**src/logic/cca_pkg.sv**
```systemverilog
package cca_pkg;

    // ********************************************************
    // Register word indices (byte address is four times these)
    // ********************************************************
    localparam logic [9:0] IDX_CHAN_SEL = 10'h0D1;
    localparam logic [9:0] IDX_DATA_HIGH = 10'h0D2;
    localparam logic [9:0] IDX_DATA_LOW = 10'h0D3;
    localparam logic [9:0] IDX_EVENT_FLAGS = 10'h0D5;
    localparam logic [9:0] IDX_CTRL = 10'h0D8;
    localparam logic [9:0] IDX_IRQ_MASK = 10'h0D9;

    // ********************************************************
    // Field positions
    // ********************************************************
    localparam int CTRL_MODE_LSB = 0;
    localparam int CTRL_GEN_BIT = 8;
    localparam int NUM_CHAN = 4;

    // ********************************************************
    // Reset values
    // ********************************************************
    localparam logic [1:0] RST_CHAN_SEL = 2'h0;
    localparam logic [7:0] RST_SHADOW = 8'h00;
    localparam logic [3:0] RST_FLAGS = 4'h0;
    localparam logic [3:0] RST_MODE = 4'h0;
    localparam logic [3:0] RST_MASK = 4'h0;
    localparam logic [15:0] RST_DATA = 16'h0000;

    // ********************************************************
    // Types
    // ********************************************************
    typedef enum logic [0:0] {
        PH_IDLE,
        PH_DONE
    } cca_phase_e;

    typedef struct packed {
        logic [1:0] chan_sel;
        logic [7:0] shadow;
        logic [3:0] cmp_mode;
        logic glob_en;
        logic [3:0] irq_mask;
        logic [3:0] flags;
        cca_phase_e phase;
        logic [31:0] prdata;
        logic slverr;
    } cca_state_s;

    typedef struct packed {
        logic [3:0][15:0] data;
        logic [15:0] rdata;
    } cca_mem_s;

endpackage

```
**src/logic/cca_mem_if.sv**
```systemverilog
`timescale 1ns/1ps
interface cca_mem_if;
    logic [3:0] we;
    logic [3:0][15:0] wdata;
    logic [1:0] raddr;
    logic [15:0] rdata;
    logic [3:0][15:0] data;

    // Controller side drives writes and read index
    modport ctl (output we, output wdata, output raddr, input rdata, input data);
    // Storage side
    modport mem (input we, input wdata, input raddr, output rdata, output data);
endinterface

```
**src/logic/cca_data_mem.sv**
```systemverilog
`timescale 1ns/1ps
module cca_data_mem (
    input wire logic clk_i,
    input wire logic rst_i,
    cca_mem_if.mem mif
);

    cca_pkg::cca_mem_s s_q;
    cca_pkg::cca_mem_s s_d;

    // Per-entry writes; captures on several channels may land together
    always_comb begin
        s_d = s_q;
        for (int i = 0; i < cca_pkg::NUM_CHAN; i++) begin
            if (mif.we[i]) begin
                s_d.data[i] = mif.wdata[i];
            end
        end
        // Read data is the pre-write value, registered
        s_d.rdata = s_q.data[mif.raddr];
    end

    // State register
    always_ff @(posedge clk_i) begin
        if (rst_i) begin
            s_q <= '{data: {4{cca_pkg::RST_DATA}}, rdata: cca_pkg::RST_DATA};
        end else begin
            s_q <= s_d;
        end
    end

    assign mif.rdata = s_q.rdata;
    assign mif.data = s_q.data;

endmodule // cca_data_mem

```
**src/logic/cca_data_flags.sv**
```systemverilog
// Chosen here: the APB interface to the registers.
`timescale 1ns/1ps
module cca_data_flags (
    input wire logic CLK_I,
    input wire logic RST_I,
    input wire logic PSEL_I,
    input wire logic PENABLE_I,
    input wire logic PWRITE_I,
    input wire logic [11:0] PADDR_I,
    input wire logic [31:0] PWDATA_I,
    output logic [31:0] PRDATA_O,
    output logic PREADY_O,
    output logic PSLVERR_O,
    input wire logic [3:0] EVENT_I,
    input wire logic [15:0] CAP_VALUE_I,
    output logic [63:0] CHAN_DATA_O,
    output logic [3:0] CMP_MODE_O,
    output logic IRQ_O
);

    // ********************************************************
    // Declarations
    // ********************************************************
    cca_pkg::cca_state_s s_q;
    cca_pkg::cca_state_s s_d;
    cca_mem_if mif ();
    logic [9:0] word;
    logic addr_hit;
    logic done;
    logic wr_done;
    logic wr_low;
    logic [3:0] flag_clr;
    logic [3:0] irq_req;
    logic [31:0] rd_val;

    // ********************************************************
    // Data storage
    // ********************************************************
    cca_data_mem u_mem (
        .clk_i(CLK_I),
        .rst_i(RST_I),
        .mif(mif.mem)
    );

    // Only the indexed channel is ever read back
    assign mif.raddr = s_q.chan_sel;

    // ********************************************************
    // Bus decode
    // ********************************************************
    // Upper two address bits must be zero to hit a register
    assign word = PADDR_I[11:2];
    assign done = PSEL_I & PENABLE_I & (s_q.phase == cca_pkg::PH_DONE);
    assign wr_done = done & PWRITE_I & addr_hit;
    assign wr_low = wr_done & (word == cca_pkg::IDX_DATA_LOW);

    // Address hit and read value
    always_comb begin
        addr_hit = 1'b1;
        rd_val = 32'h00000000;
        unique case (word)
            cca_pkg::IDX_CHAN_SEL: begin
                rd_val[1:0] = s_q.chan_sel;
            end
            cca_pkg::IDX_DATA_HIGH: begin
                rd_val[7:0] = mif.rdata[15:8];
            end
            cca_pkg::IDX_DATA_LOW: begin
                rd_val[7:0] = mif.rdata[7:0];
            end
            cca_pkg::IDX_EVENT_FLAGS: begin
                rd_val[3:0] = s_q.flags;
            end
            cca_pkg::IDX_CTRL: begin
                rd_val[cca_pkg::CTRL_MODE_LSB +: 4] = s_q.cmp_mode;
                rd_val[cca_pkg::CTRL_GEN_BIT] = s_q.glob_en;
            end
            cca_pkg::IDX_IRQ_MASK: begin
                rd_val[3:0] = s_q.irq_mask;
            end
            default: begin
                addr_hit = 1'b0;
            end
        endcase
    end

    // Write-one-to-clear mask for the flag register
    always_comb begin
        flag_clr = 4'h0;
        if (wr_done && word == cca_pkg::IDX_EVENT_FLAGS) begin
            flag_clr = PWDATA_I[3:0];
        end
    end

    // ********************************************************
    // Per-channel data writes
    // ********************************************************
    // Capture and software write never meet on one channel,
    // since software may write only compare-mode channels
    for (genvar ch = 0; ch < cca_pkg::NUM_CHAN; ch++) begin : g_chan
        logic cap_ld;
        logic sw_ld;
        assign cap_ld = EVENT_I[ch] & ~s_q.cmp_mode[ch];
        // Indexed channel only, compare mode only
        assign sw_ld = wr_low & (s_q.chan_sel == 2'(ch))
            & s_q.cmp_mode[ch];
        assign mif.we[ch] = cap_ld | sw_ld;
        // Shadow supplies the high byte in the same write
        assign mif.wdata[ch] = cap_ld ? CAP_VALUE_I
            : {s_q.shadow, PWDATA_I[7:0]};
    end

    // ********************************************************
    // Next state
    // ********************************************************
    always_comb begin
        s_d = s_q;
        // One wait state gives the memory time to present data
        if (s_q.phase == cca_pkg::PH_IDLE && PSEL_I && PENABLE_I) begin
            s_d.phase = cca_pkg::PH_DONE;
            s_d.prdata = rd_val;
            s_d.slverr = ~addr_hit;
        end
        if (done) begin
            s_d.phase = cca_pkg::PH_IDLE;
        end
        // Register writes take effect on the completing edge
        if (wr_done) begin
            unique case (word)
                cca_pkg::IDX_CHAN_SEL: begin
                    s_d.chan_sel = PWDATA_I[1:0];
                end
                cca_pkg::IDX_DATA_HIGH: begin
                    s_d.shadow = PWDATA_I[7:0];
                end
                cca_pkg::IDX_CTRL: begin
                    s_d.cmp_mode = PWDATA_I[cca_pkg::CTRL_MODE_LSB +: 4];
                    s_d.glob_en = PWDATA_I[cca_pkg::CTRL_GEN_BIT];
                end
                cca_pkg::IDX_IRQ_MASK: begin
                    s_d.irq_mask = PWDATA_I[3:0];
                end
                default: begin
                end
            endcase
        end
        // Sticky flags; a new event beats a clear
        s_d.flags = (s_q.flags & ~flag_clr) | EVENT_I;
    end

    // State register
    always_ff @(posedge CLK_I) begin
        if (RST_I) begin
            s_q <= '{
                chan_sel: cca_pkg::RST_CHAN_SEL,
                shadow: cca_pkg::RST_SHADOW,
                cmp_mode: cca_pkg::RST_MODE,
                glob_en: 1'b0,
                irq_mask: cca_pkg::RST_MASK,
                flags: cca_pkg::RST_FLAGS,
                phase: cca_pkg::PH_IDLE,
                prdata: 32'h00000000,
                slverr: 1'b0
            };
        end else begin
            s_q <= s_d;
        end
    end

    // ********************************************************
    // Outputs
    // ********************************************************
    // Both enables gate each flag before the OR
    assign irq_req = s_q.flags & s_q.irq_mask & {4{s_q.glob_en}};
    assign IRQ_O = |irq_req;
    assign PRDATA_O = s_q.prdata;
    assign PREADY_O = PSEL_I & PENABLE_I & (s_q.phase == cca_pkg::PH_DONE);
    assign PSLVERR_O = PREADY_O & s_q.slverr;
    assign CHAN_DATA_O = mif.data;
    assign CMP_MODE_O = s_q.cmp_mode;

    logic [15:0] sel_data;
    logic [3:0] chan_onehot;
    assign sel_data = mif.data[s_q.chan_sel];
    assign chan_onehot = 4'h1 << s_q.chan_sel;

    // ********************************************************
    // Per-channel flag and data checks
    // ********************************************************
    // One copy per channel so that no flag goes unwatched
    for (genvar fc = 0; fc < cca_pkg::NUM_CHAN; fc++) begin : g_chan_chk

    end
endmodule // cca_data_flags

```
**config.mk**
```make
export PLATFORM = sky130hd
export DESIGN_NAME = cca_data_flags
export DESIGN_NICKNAME = d
export VERILOG_FILES = /design/src/logic/cca_pkg.sv /design/src/logic/cca_mem_if.sv /design/src/logic/cca_data_mem.sv /design/src/logic/cca_data_flags.sv
export SDC_FILE = /design/constraint.sdc
export NUM_CORES = 1
export LEC_CHECK = 0
export BUFFER_PORTS_ARGS = -buffer_cell sky130_fd_sc_hd__buf_2
export CAP_MARGIN = 15
export CORE_ASPECT_RATIO = 1.4
export CORE_MARGIN = 5
export CORE_UTILIZATION = 54
export CTS_BUF_LIST = sky130_fd_sc_hd__clkbuf_8
export CTS_CLUSTER_DIAMETER = 120
export CTS_CLUSTER_SIZE = 28
export DETAILED_ROUTE_END_ITERATION = 7
export PLACE_DENSITY = 0.94
export SYNTH_ARGS = -nofsm -noshare
export SYNTH_HDL_FRONTEND = slang
export SYNTH_SLANG_ARGS = --single-unit
```
**constraint.sdc**
```tcl
create_clock -name CLK_I -period 1.92 [get_ports CLK_I]
set_input_delay 0.096 -clock CLK_I [delete_from_list [all_inputs] [get_ports CLK_I]]
set_output_delay 0.096 -clock CLK_I [all_outputs]
set_load 0.02 [all_outputs]
```
==> Word level (Yosys, flattened, before mapping) <==
Index checks and enable logic that the tools add are counted.
{ "op_classes": {"n_eq_ne": 9, "order_cmp": 1, "n_bitwise": 33, "reduce_logical": 11, "mux": 12} }
{ "ops": {"columns": ["op", "count"], "rows": [
  ["two-way mux 16 bit", 5],
  ["equality test 10 x 8 -> 1 bit (second input constant)", 6],
  ["binary-select mux 16 bit (select 2 bit)", 1],
  ["bitwise AND 1 bit", 18],
  ["bitwise AND 4 bit", 3],
  ["case mux 2 bit (6 select lines)", 1],
  ["case mux 2 bit (5 select lines)", 1],
  ["case mux 4 bit (2 select lines)", 1],
  ["AND reduction 2 bit", 4],
  ["NOT 1 bit", 6],
  ["OR reduction 6 bit", 1],
  ["equality test 2 bit (second input constant)", 2],
  ["two-way mux 4 bit", 1],
  ["NOT 4 bit", 1],
  ["OR 1 bit", 4],
  ["OR 4 bit", 1],
  ["OR reduction 4 bit", 1],
  ["logical AND 1 bit", 3],
  ["less-than comparator 2 x 3 -> 1 bit (second input constant)", 1],
  ["equality test 2 x 1 -> 1 bit (second input constant)", 1],
  ["zero test 2 bit", 1],
  ["two-way mux 1 bit", 2],
  ["OR reduction 2 bit", 1]
]} }
{ "totals": {"input_bits": 69, "out_inout_bits": 103, "reg_bits": 114, "word_cells": 80} }

==> Longest topological paths before layout <==
{ "logic_depth": {"word_depth": 9, "mapped_depth": 7, "mapped_depth_nobuf": 4} }

==> Modules after synthesis <==
A second synthesis with hierarchy kept.
{ "unflattened": {"cells_unflattened": 587, "hier_area_um2": 5984.5} }
{ "modules_own_cells": {"columns": ["module", "area_per_inst_um2", "cells_per_inst", "seq_area_each_um2", "instances"], "rows": [
  ["cca_data_mem", 3098.0, 281, 1601.5, 1],
  ["cca_data_flags", 2886.5, 306, 680.7, 1]
]} }

==> Least setup slack after synthesis <==
Ideal clock, no wire load.
{ "synth_path": {"path_kind": "register to register", "from": "register s_q[33] in the netlist's numbering", "to": "register s_q[38] in the netlist's numbering", "arrival_time_ns": 1.588, "path_stages_with_launch": 5, "synth_period_minus_slack_ns": 1.659, "setup_slack_ns": 0.261, "t_required_ns": 1.848, "n_path_buf": 0, "setup_time_ns": 0.072, "cell_sequence": "dfxtp_1 and4_1 nand3_1 nor4_1 mux2i_1"} }
{ "synth_via": {"elab_chain_len": 4} }
{ "synth_lines": {"columns": ["element", "line_no", "source"], "rows": [
  ["start: declaration", "cca_data_flags.sv:24", "cca_pkg::cca_state_s s_q;"],
  ["start signal: assignment", "cca_data_flags.sv:154", "s_q <= '{"],
  ["bitwise AND 1 bit", "cca_data_flags.sv:53", "assign done = PSEL_I & PENABLE_I & (s_q.phase == cca_pkg::PH_DONE);"],
  ["bitwise AND 1 bit (2 in a row)", "cca_data_flags.sv:54", "assign wr_done = done & PWRITE_I & addr_hit;"],
  ["AND reduction 2 bit (no source line)", null, null]
]} }
Every way passes these cells.
A chain may end at the register's enable or synchronous reset.

==> Final worst setup path <==
{ "layout_path": {"from": "register s_q[33] in the netlist's numbering", "to": "register u_mem.s_q (netlist bit u_mem.mif.data[22])"} }
{ "layout_via": {"elab_chain_len": 7} }
{ "layout_lines": {"columns": ["element", "line_no", "source"], "rows": [
  ["bitwise AND 1 bit", "cca_data_flags.sv:53", null],
  ["bitwise AND 1 bit (2 in a row)", "cca_data_flags.sv:54", null],
  ["bitwise AND 1 bit", "cca_data_flags.sv:55", "assign wr_low = wr_done & (word == cca_pkg::IDX_DATA_LOW);"],
  ["bitwise AND 1 bit", "cca_data_flags.sv:105", "assign sw_ld = wr_low & (s_q.chan_sel == 2'(ch))"],
  ["bitwise AND 1 bit", "cca_data_flags.sv:106", "& s_q.cmp_mode[ch];"],
  ["OR 1 bit", "cca_data_flags.sv:107", "assign mif.we[ch] = cap_ld | sw_ld;"],
  ["end signal: assignment", "cca_data_mem.sv:26", "s_q <= '{data: {4{cca_pkg::RST_DATA}}, rdata: cca_pkg::RST_DATA};"],
  ["end: declaration", "cca_data_mem.sv:8", "cca_pkg::cca_mem_s s_q;"]
]} }
Every way passes these cells.

==> impl_results.html <==
<table>
<tr><th>Metric</th><th>Value</th></tr>
<tr><th colspan="2">Pwr</th></tr>
<tr><td>Pwr Total</td><td>about 5.7 mW</td></tr>
<tr><td>Relative contribution of the clock network to total power</td><td>39.0%</td></tr>
<tr><td>Leakage power of the design</td><td>about 3.1 nW</td></tr>
<tr><td>Largest voltage drop on the vdd net</td><td>0.525 mV</td></tr>
<tr><td>Logic pwr share</td><td>15.6%</td></tr>
<tr><td>Seq pwr share</td><td>between 40% and 50%</td></tr>
<tr><td>Total power density per cell area</td><td>roughly 770 nW/um^2</td></tr>
<tr><td>Switching power</td><td>1.65 mW</td></tr>
<tr><td>Switching part of the total power</td><td>between 20% and 30%</td></tr>
<tr><td>Internal power contribution</td><td>4.04 mW</td></tr>
<tr><th colspan="2">Cells and area</th></tr>
<tr><td>N_diodes</td><td>0</td></tr>
<tr><td>Fraction of layout instances using a drive strength above 1</td><td>26.8%</td></tr>
<tr><td>Fill cell instance count of the final layout</td><td>roughly 800</td></tr>
<tr><td>Area growth from synthesis to final layout</td><td>22.4%</td></tr>
<tr><td>Final standard cell count with taps included and fillers excluded</td><td>a little under 1k</td></tr>
<tr><td>Number of nets in the layout</td><td>883</td></tr>
<tr><td>Sequential cell area</td><td>around 2300 sq um</td></tr>
<tr><td>Area of the multi-input gates</td><td>~3300 sq um</td></tr>
<tr><th colspan="2">Detailed routing</th></tr>
<tr><td>Number of vias in the routed layout</td><td>6677</td></tr>
<tr><td>Wirelength per Cell</td><td>22.7 um</td></tr>
<tr><td>1st-pass router iterations</td><td>7</td></tr>
<tr><td>Via/cell ratio</td><td>6.90</td></tr>
<tr><td>Violation count after the first detailed-route iteration</td><td>1179</td></tr>
<tr><td>Total length of routed wires</td><td>about 22000 um</td></tr>
<tr><td>Remaining DRCs</td><td>0</td></tr>
<tr><td>Remaining antenna violation count</td><td>0</td></tr>
<tr><th colspan="2">Synth</th></tr>
<tr><td>Register bit total from synthesis</td><td>114</td></tr>
<tr><td>Avg Cell Area, Syn</td><td>8.86 sq um</td></tr>
<tr><td>EDFF count, synth</td><td>0</td></tr>
<tr><td>Flip-flop cell with the highest count after synthesis</td><td>sky130_fd_sc_hd__dfxtp_1</td></tr>
<tr><td>Post-synthesis sequential area ratio</td><td>between 30% and 40%</td></tr>
<tr><td>Number of warnings printed during yosys synthesis</td><td>0</td></tr>
<tr><td>Synth cell types</td><td>45</td></tr>
<tr><td>Cell count after synthesis</td><td>686</td></tr>
<tr><td>Share of async-settable or async-resettable flops after synthesis</td><td>0%</td></tr>
<tr><td>Post-synthesis instance area</td><td>6080 sq um</td></tr>
<tr><th colspan="2">Clocking</th></tr>
<tr><td>Largest buffer count on any clock path</td><td>2</td></tr>
<tr><td>Clock edge transition at the registers on the reported setup and hold paths</td><td>0.07 ns</td></tr>
<tr><td>CTS tree</td><td>built</td></tr>
<tr><td>Clock latency of the later-clocked register in the worst-skew pair</td><td>0.46 ns</td></tr>
<tr><td>Buffer type at the clock tree root</td><td>sky130_fd_sc_hd__clkbuf_8</td></tr>
<tr><td>CTS H-Tree Depth</td><td>4</td></tr>
<tr><td>Clock tree sinks</td><td>114</td></tr>
<tr><td>Number of buffers created by CTS</td><td>17</td></tr>
<tr><th colspan="2">Die</th></tr>
<tr><td>Die Span Y</td><td>136 um</td></tr>
<tr><td>I/O pin cnt</td><td>172</td></tr>
<tr><td>Die outline width</td><td>99.7 um</td></tr>
<tr><td>Initial core utilization</td><td>55.6%</td></tr>
<tr><td>Die Footprint</td><td>13500 sq um</td></tr>
<tr><td>Area inside the core boundary</td><td>10900 sq um</td></tr>
<tr><td>Cell row count</td><td>45</td></tr>
<tr><th colspan="2">GRT</th></tr>
<tr><td>First-pass GRT wire length</td><td>32700 um</td></tr>
<tr><td>Antenna violations before repair</td><td>0</td></tr>
<tr><td>Remaining Overflow, GRT</td><td>0</td></tr>
<tr><td>Largest net degree at the start of global routing</td><td>65</td></tr>
<tr><td>Via count of the first global-routing pass</td><td>6292</td></tr>
<tr><td>Total routing usage reported by global routing</td><td>between 30% and 40%</td></tr>
<tr><th colspan="2">STA</th></tr>
<tr><td>Shortest period the worst path allows</td><td>1.86 ns</td></tr>
<tr><td>Setup Skew</td><td>approximately 0.012 ns</td></tr>
<tr><td>Worst-Margin Slew</td><td>0.608 ns</td></tr>
<tr><td>Final-report hold violation count</td><td>0</td></tr>
<tr><td>Rel. slew slack</td><td>59.4%</td></tr>
<tr><td>Setup violations, final</td><td>0</td></tr>
<tr><td>Max Transition Viols Final</td><td>0</td></tr>
<tr><td>Maximum frequency from static timing analysis</td><td>roughly 540 MHz</td></tr>
<tr><td>Final clock period utilization by the worst path</td><td>roughly 97%</td></tr>
<tr><th colspan="2">Placement</th></tr>
<tr><td>Estimated wirelength of the detail-placed design</td><td>13300 um</td></tr>
<tr><td>Placer's final routability congestion estimate</td><td>roughly 0.9</td></tr>
<tr><td>Number of instances in the placed design</td><td>904</td></tr>
<tr><td>IO Port Bufs</td><td>123</td></tr>
<tr><th colspan="2">Flow run</th></tr>
<tr><td>Maximum Capacitance Violations</td><td>0</td></tr>
<tr><th colspan="2">Critical path</th></tr>
<tr><td>Delay contributed by the slowest stage of the critical path</td><td>0.38 ns</td></tr>
<tr><td>Data required time of the worst path</td><td>2.28 ns</td></tr>
<tr><td>Nature of the critical path endpoint</td><td>flop</td></tr>
<tr><td>Kind of start point of the critical path</td><td>flop</td></tr>
<tr><td>Critical Path, Cell by Cell</td><td>nand4_1 -&gt; nor4_4 -&gt; buf_4 -&gt; buf_6 -&gt; a41oi_1 -&gt; a211oi_1</td></tr>
<tr><td>Slowest cell on crit path</td><td>sky130_fd_sc_hd__nor4_4</td></tr>
<tr><td>CP max FO</td><td>16</td></tr>
<tr><td>Arrival time at the worst endpoint</td><td>2.22 ns</td></tr>
<tr><td>Crit Path Class</td><td>flop to flop</td></tr>
<tr><th colspan="2">Worst hold path</th></tr>
<tr><td>Hold crit path type</td><td>input port to flop</td></tr>
<tr><th colspan="2">Status</th></tr>
<tr><td>Result of the run</td><td>completed</td></tr>
</table>
==> state kept, by name, summed over array words and instances, names as in the netlist <==
| signal | cells |
|---|---|
| s_q | 19 |
| u_mem.mif.rdata | 16 |
| CMP_MODE_O | 4 |
| PRDATA_O | 9 |
| mif.raddr | 2 |
| u_mem.mif.data | 64 |
==> power by group through the flow <==
stage | Sequential, mW | Clock (mW) | Combinational (mW)
after floorplan | 2.72 | 0 | 0.435
after global placement | 2.62 | 0 | 0.781
after detailed placement | 2.63 | 0 | 0.800
after CTS | 2.57 | 2.20 | 0.852
after global routing | 2.59 | 2.33 | 0.936
final | 2.58 | 2.22 | 0.887
==> cells by family (layout without fill, tap and decap cells) <==
logic type	count (synthesis)	count (layout)	share of synthesized area, %
buffers and inverters	106	225	9.74
AND/OR/NAND/NOR	196	196	17.0
other	1	23	0.0617
flip-flops	114	114	37.5
multiplexers	42	42	10.3
AO/OA/AOI/OAI	227	227	25.3
==> area by class of cell <==
cell class	instances	area share, %
multi-input combinational	488	44.4
sequential	114	30.7
timing repair buffer	188	16.9
clock buffer	23	4.26
tap	141	2.37
clock inverter	9	1.08
inverter	5	0.252
==> placed cells by master, fill, tap and decap left out, drive strengths merged, types with 16 or more instances in the layout <==
| master | netlist | routed |
|---|---|---|
| a41oi | 32 | 32 |
| clkbuf | 53 | 24 |
| nand2b | 16 | 16 |
| dlygate4sd3 | 0 | 28 |
| dfxtp | 114 | 114 |
| o21ai | 65 | 65 |
| conb | 1 | 23 |
| mux4 | 16 | 16 |
| a211oi | 68 | 68 |
| nor2b | 40 | 40 |
| a31oi | 33 | 33 |
| nor2 | 96 | 96 |
| mux2i | 22 | 22 |
| buf | 48 | 159 |
==> layer usage <==
metal | routed length (um) | share of wire [%] | track usage [%]
met1 | 7100 | 32 | 36.0
met4 | 1950 | 8.9 | 22.1
met2 | 9790 | 45 | 47.9
met3 | 3130 | 14 | 9.53
met5 | 0 | 0 | 0
==> cells in the mapped netlist (7+ instances only) <==
| cell type | count | area share (%) |
|---|---|---|
| sky130_fd_sc_hd__a211oi_1 | 68 | 8.4 |
| sky130_fd_sc_hd__a31oi_1 | 33 | 3.4 |
| sky130_fd_sc_hd__a41oi_1 | 32 | 4.6 |
| sky130_fd_sc_hd__buf_4 | 36 | 4.4 |
| sky130_fd_sc_hd__buf_6 | 7 | 1.3 |
| sky130_fd_sc_hd__clkbuf_1 | 53 | 3.3 |
| sky130_fd_sc_hd__dfxtp_1 | 114 | 38 |
| sky130_fd_sc_hd__mux2i_1 | 22 | 3.6 |
| sky130_fd_sc_hd__mux4_2 | 16 | 5.9 |
| sky130_fd_sc_hd__nand2_1 | 9 | 0.56 |
| sky130_fd_sc_hd__nand2b_1 | 16 | 1.6 |
| sky130_fd_sc_hd__nand3b_1 | 7 | 0.86 |
| sky130_fd_sc_hd__nor2_1 | 96 | 5.9 |
| sky130_fd_sc_hd__nor2b_1 | 40 | 4.1 |
| sky130_fd_sc_hd__o21ai_0 | 65 | 5.4 |
==> final timing paths <==
path / from / endpoint / slack [ns] / cells past startpoint
setup / recovery: s_q[33] / u_mem.mif.data[22] / 0.06 / 6
hold / removal: PWDATA_I[2] / s_q[40] / 0.03 / 3
setup reg to reg: s_q[33] / u_mem.mif.data[22] / 0.06 / 6
hold reg to reg: PRDATA_O[8] / PRDATA_O[8] / 0.46 / 2
==> critical path: cells and delay by family, from the launching register on <==
| kind | cells | cell delay [ns] |
|---|---|---|
| AOI/OAI and AO/OA | 2 | 0.43 |
| buffers and inverters | 2 | 0.40 |
| DFF | 1 | 0.36 |
| and+or+nand+nor | 2 | 0.56 |
==> stage by stage <==
stage	utilization, %	hold WS (ns)	instance area (sq um)	TNS [ns]	setup slack (ns)
after floorplan	-	0.205	6160	0	0.261
after global placement	61.3	0.336	6690	0	0.140
after detailed placement	61.3	0.348	6690	0	0.0502
after CTS	67.5	0.0110	7370	0	0.0403
after global routing	68.1	0.0265	7440	-0.107	-0.0382
final	68.1	0.0259	7440	0	0.0589
==> repair_timing <==
action                     4_1_cts  5_1_grt
buffers inserted                 0        2
hold buffers                    28        0
resized for setup                0        9
hold endpoints to repair        69        0
setup endpoints to repair        0        5
Power figures use the tool's default switching activity.
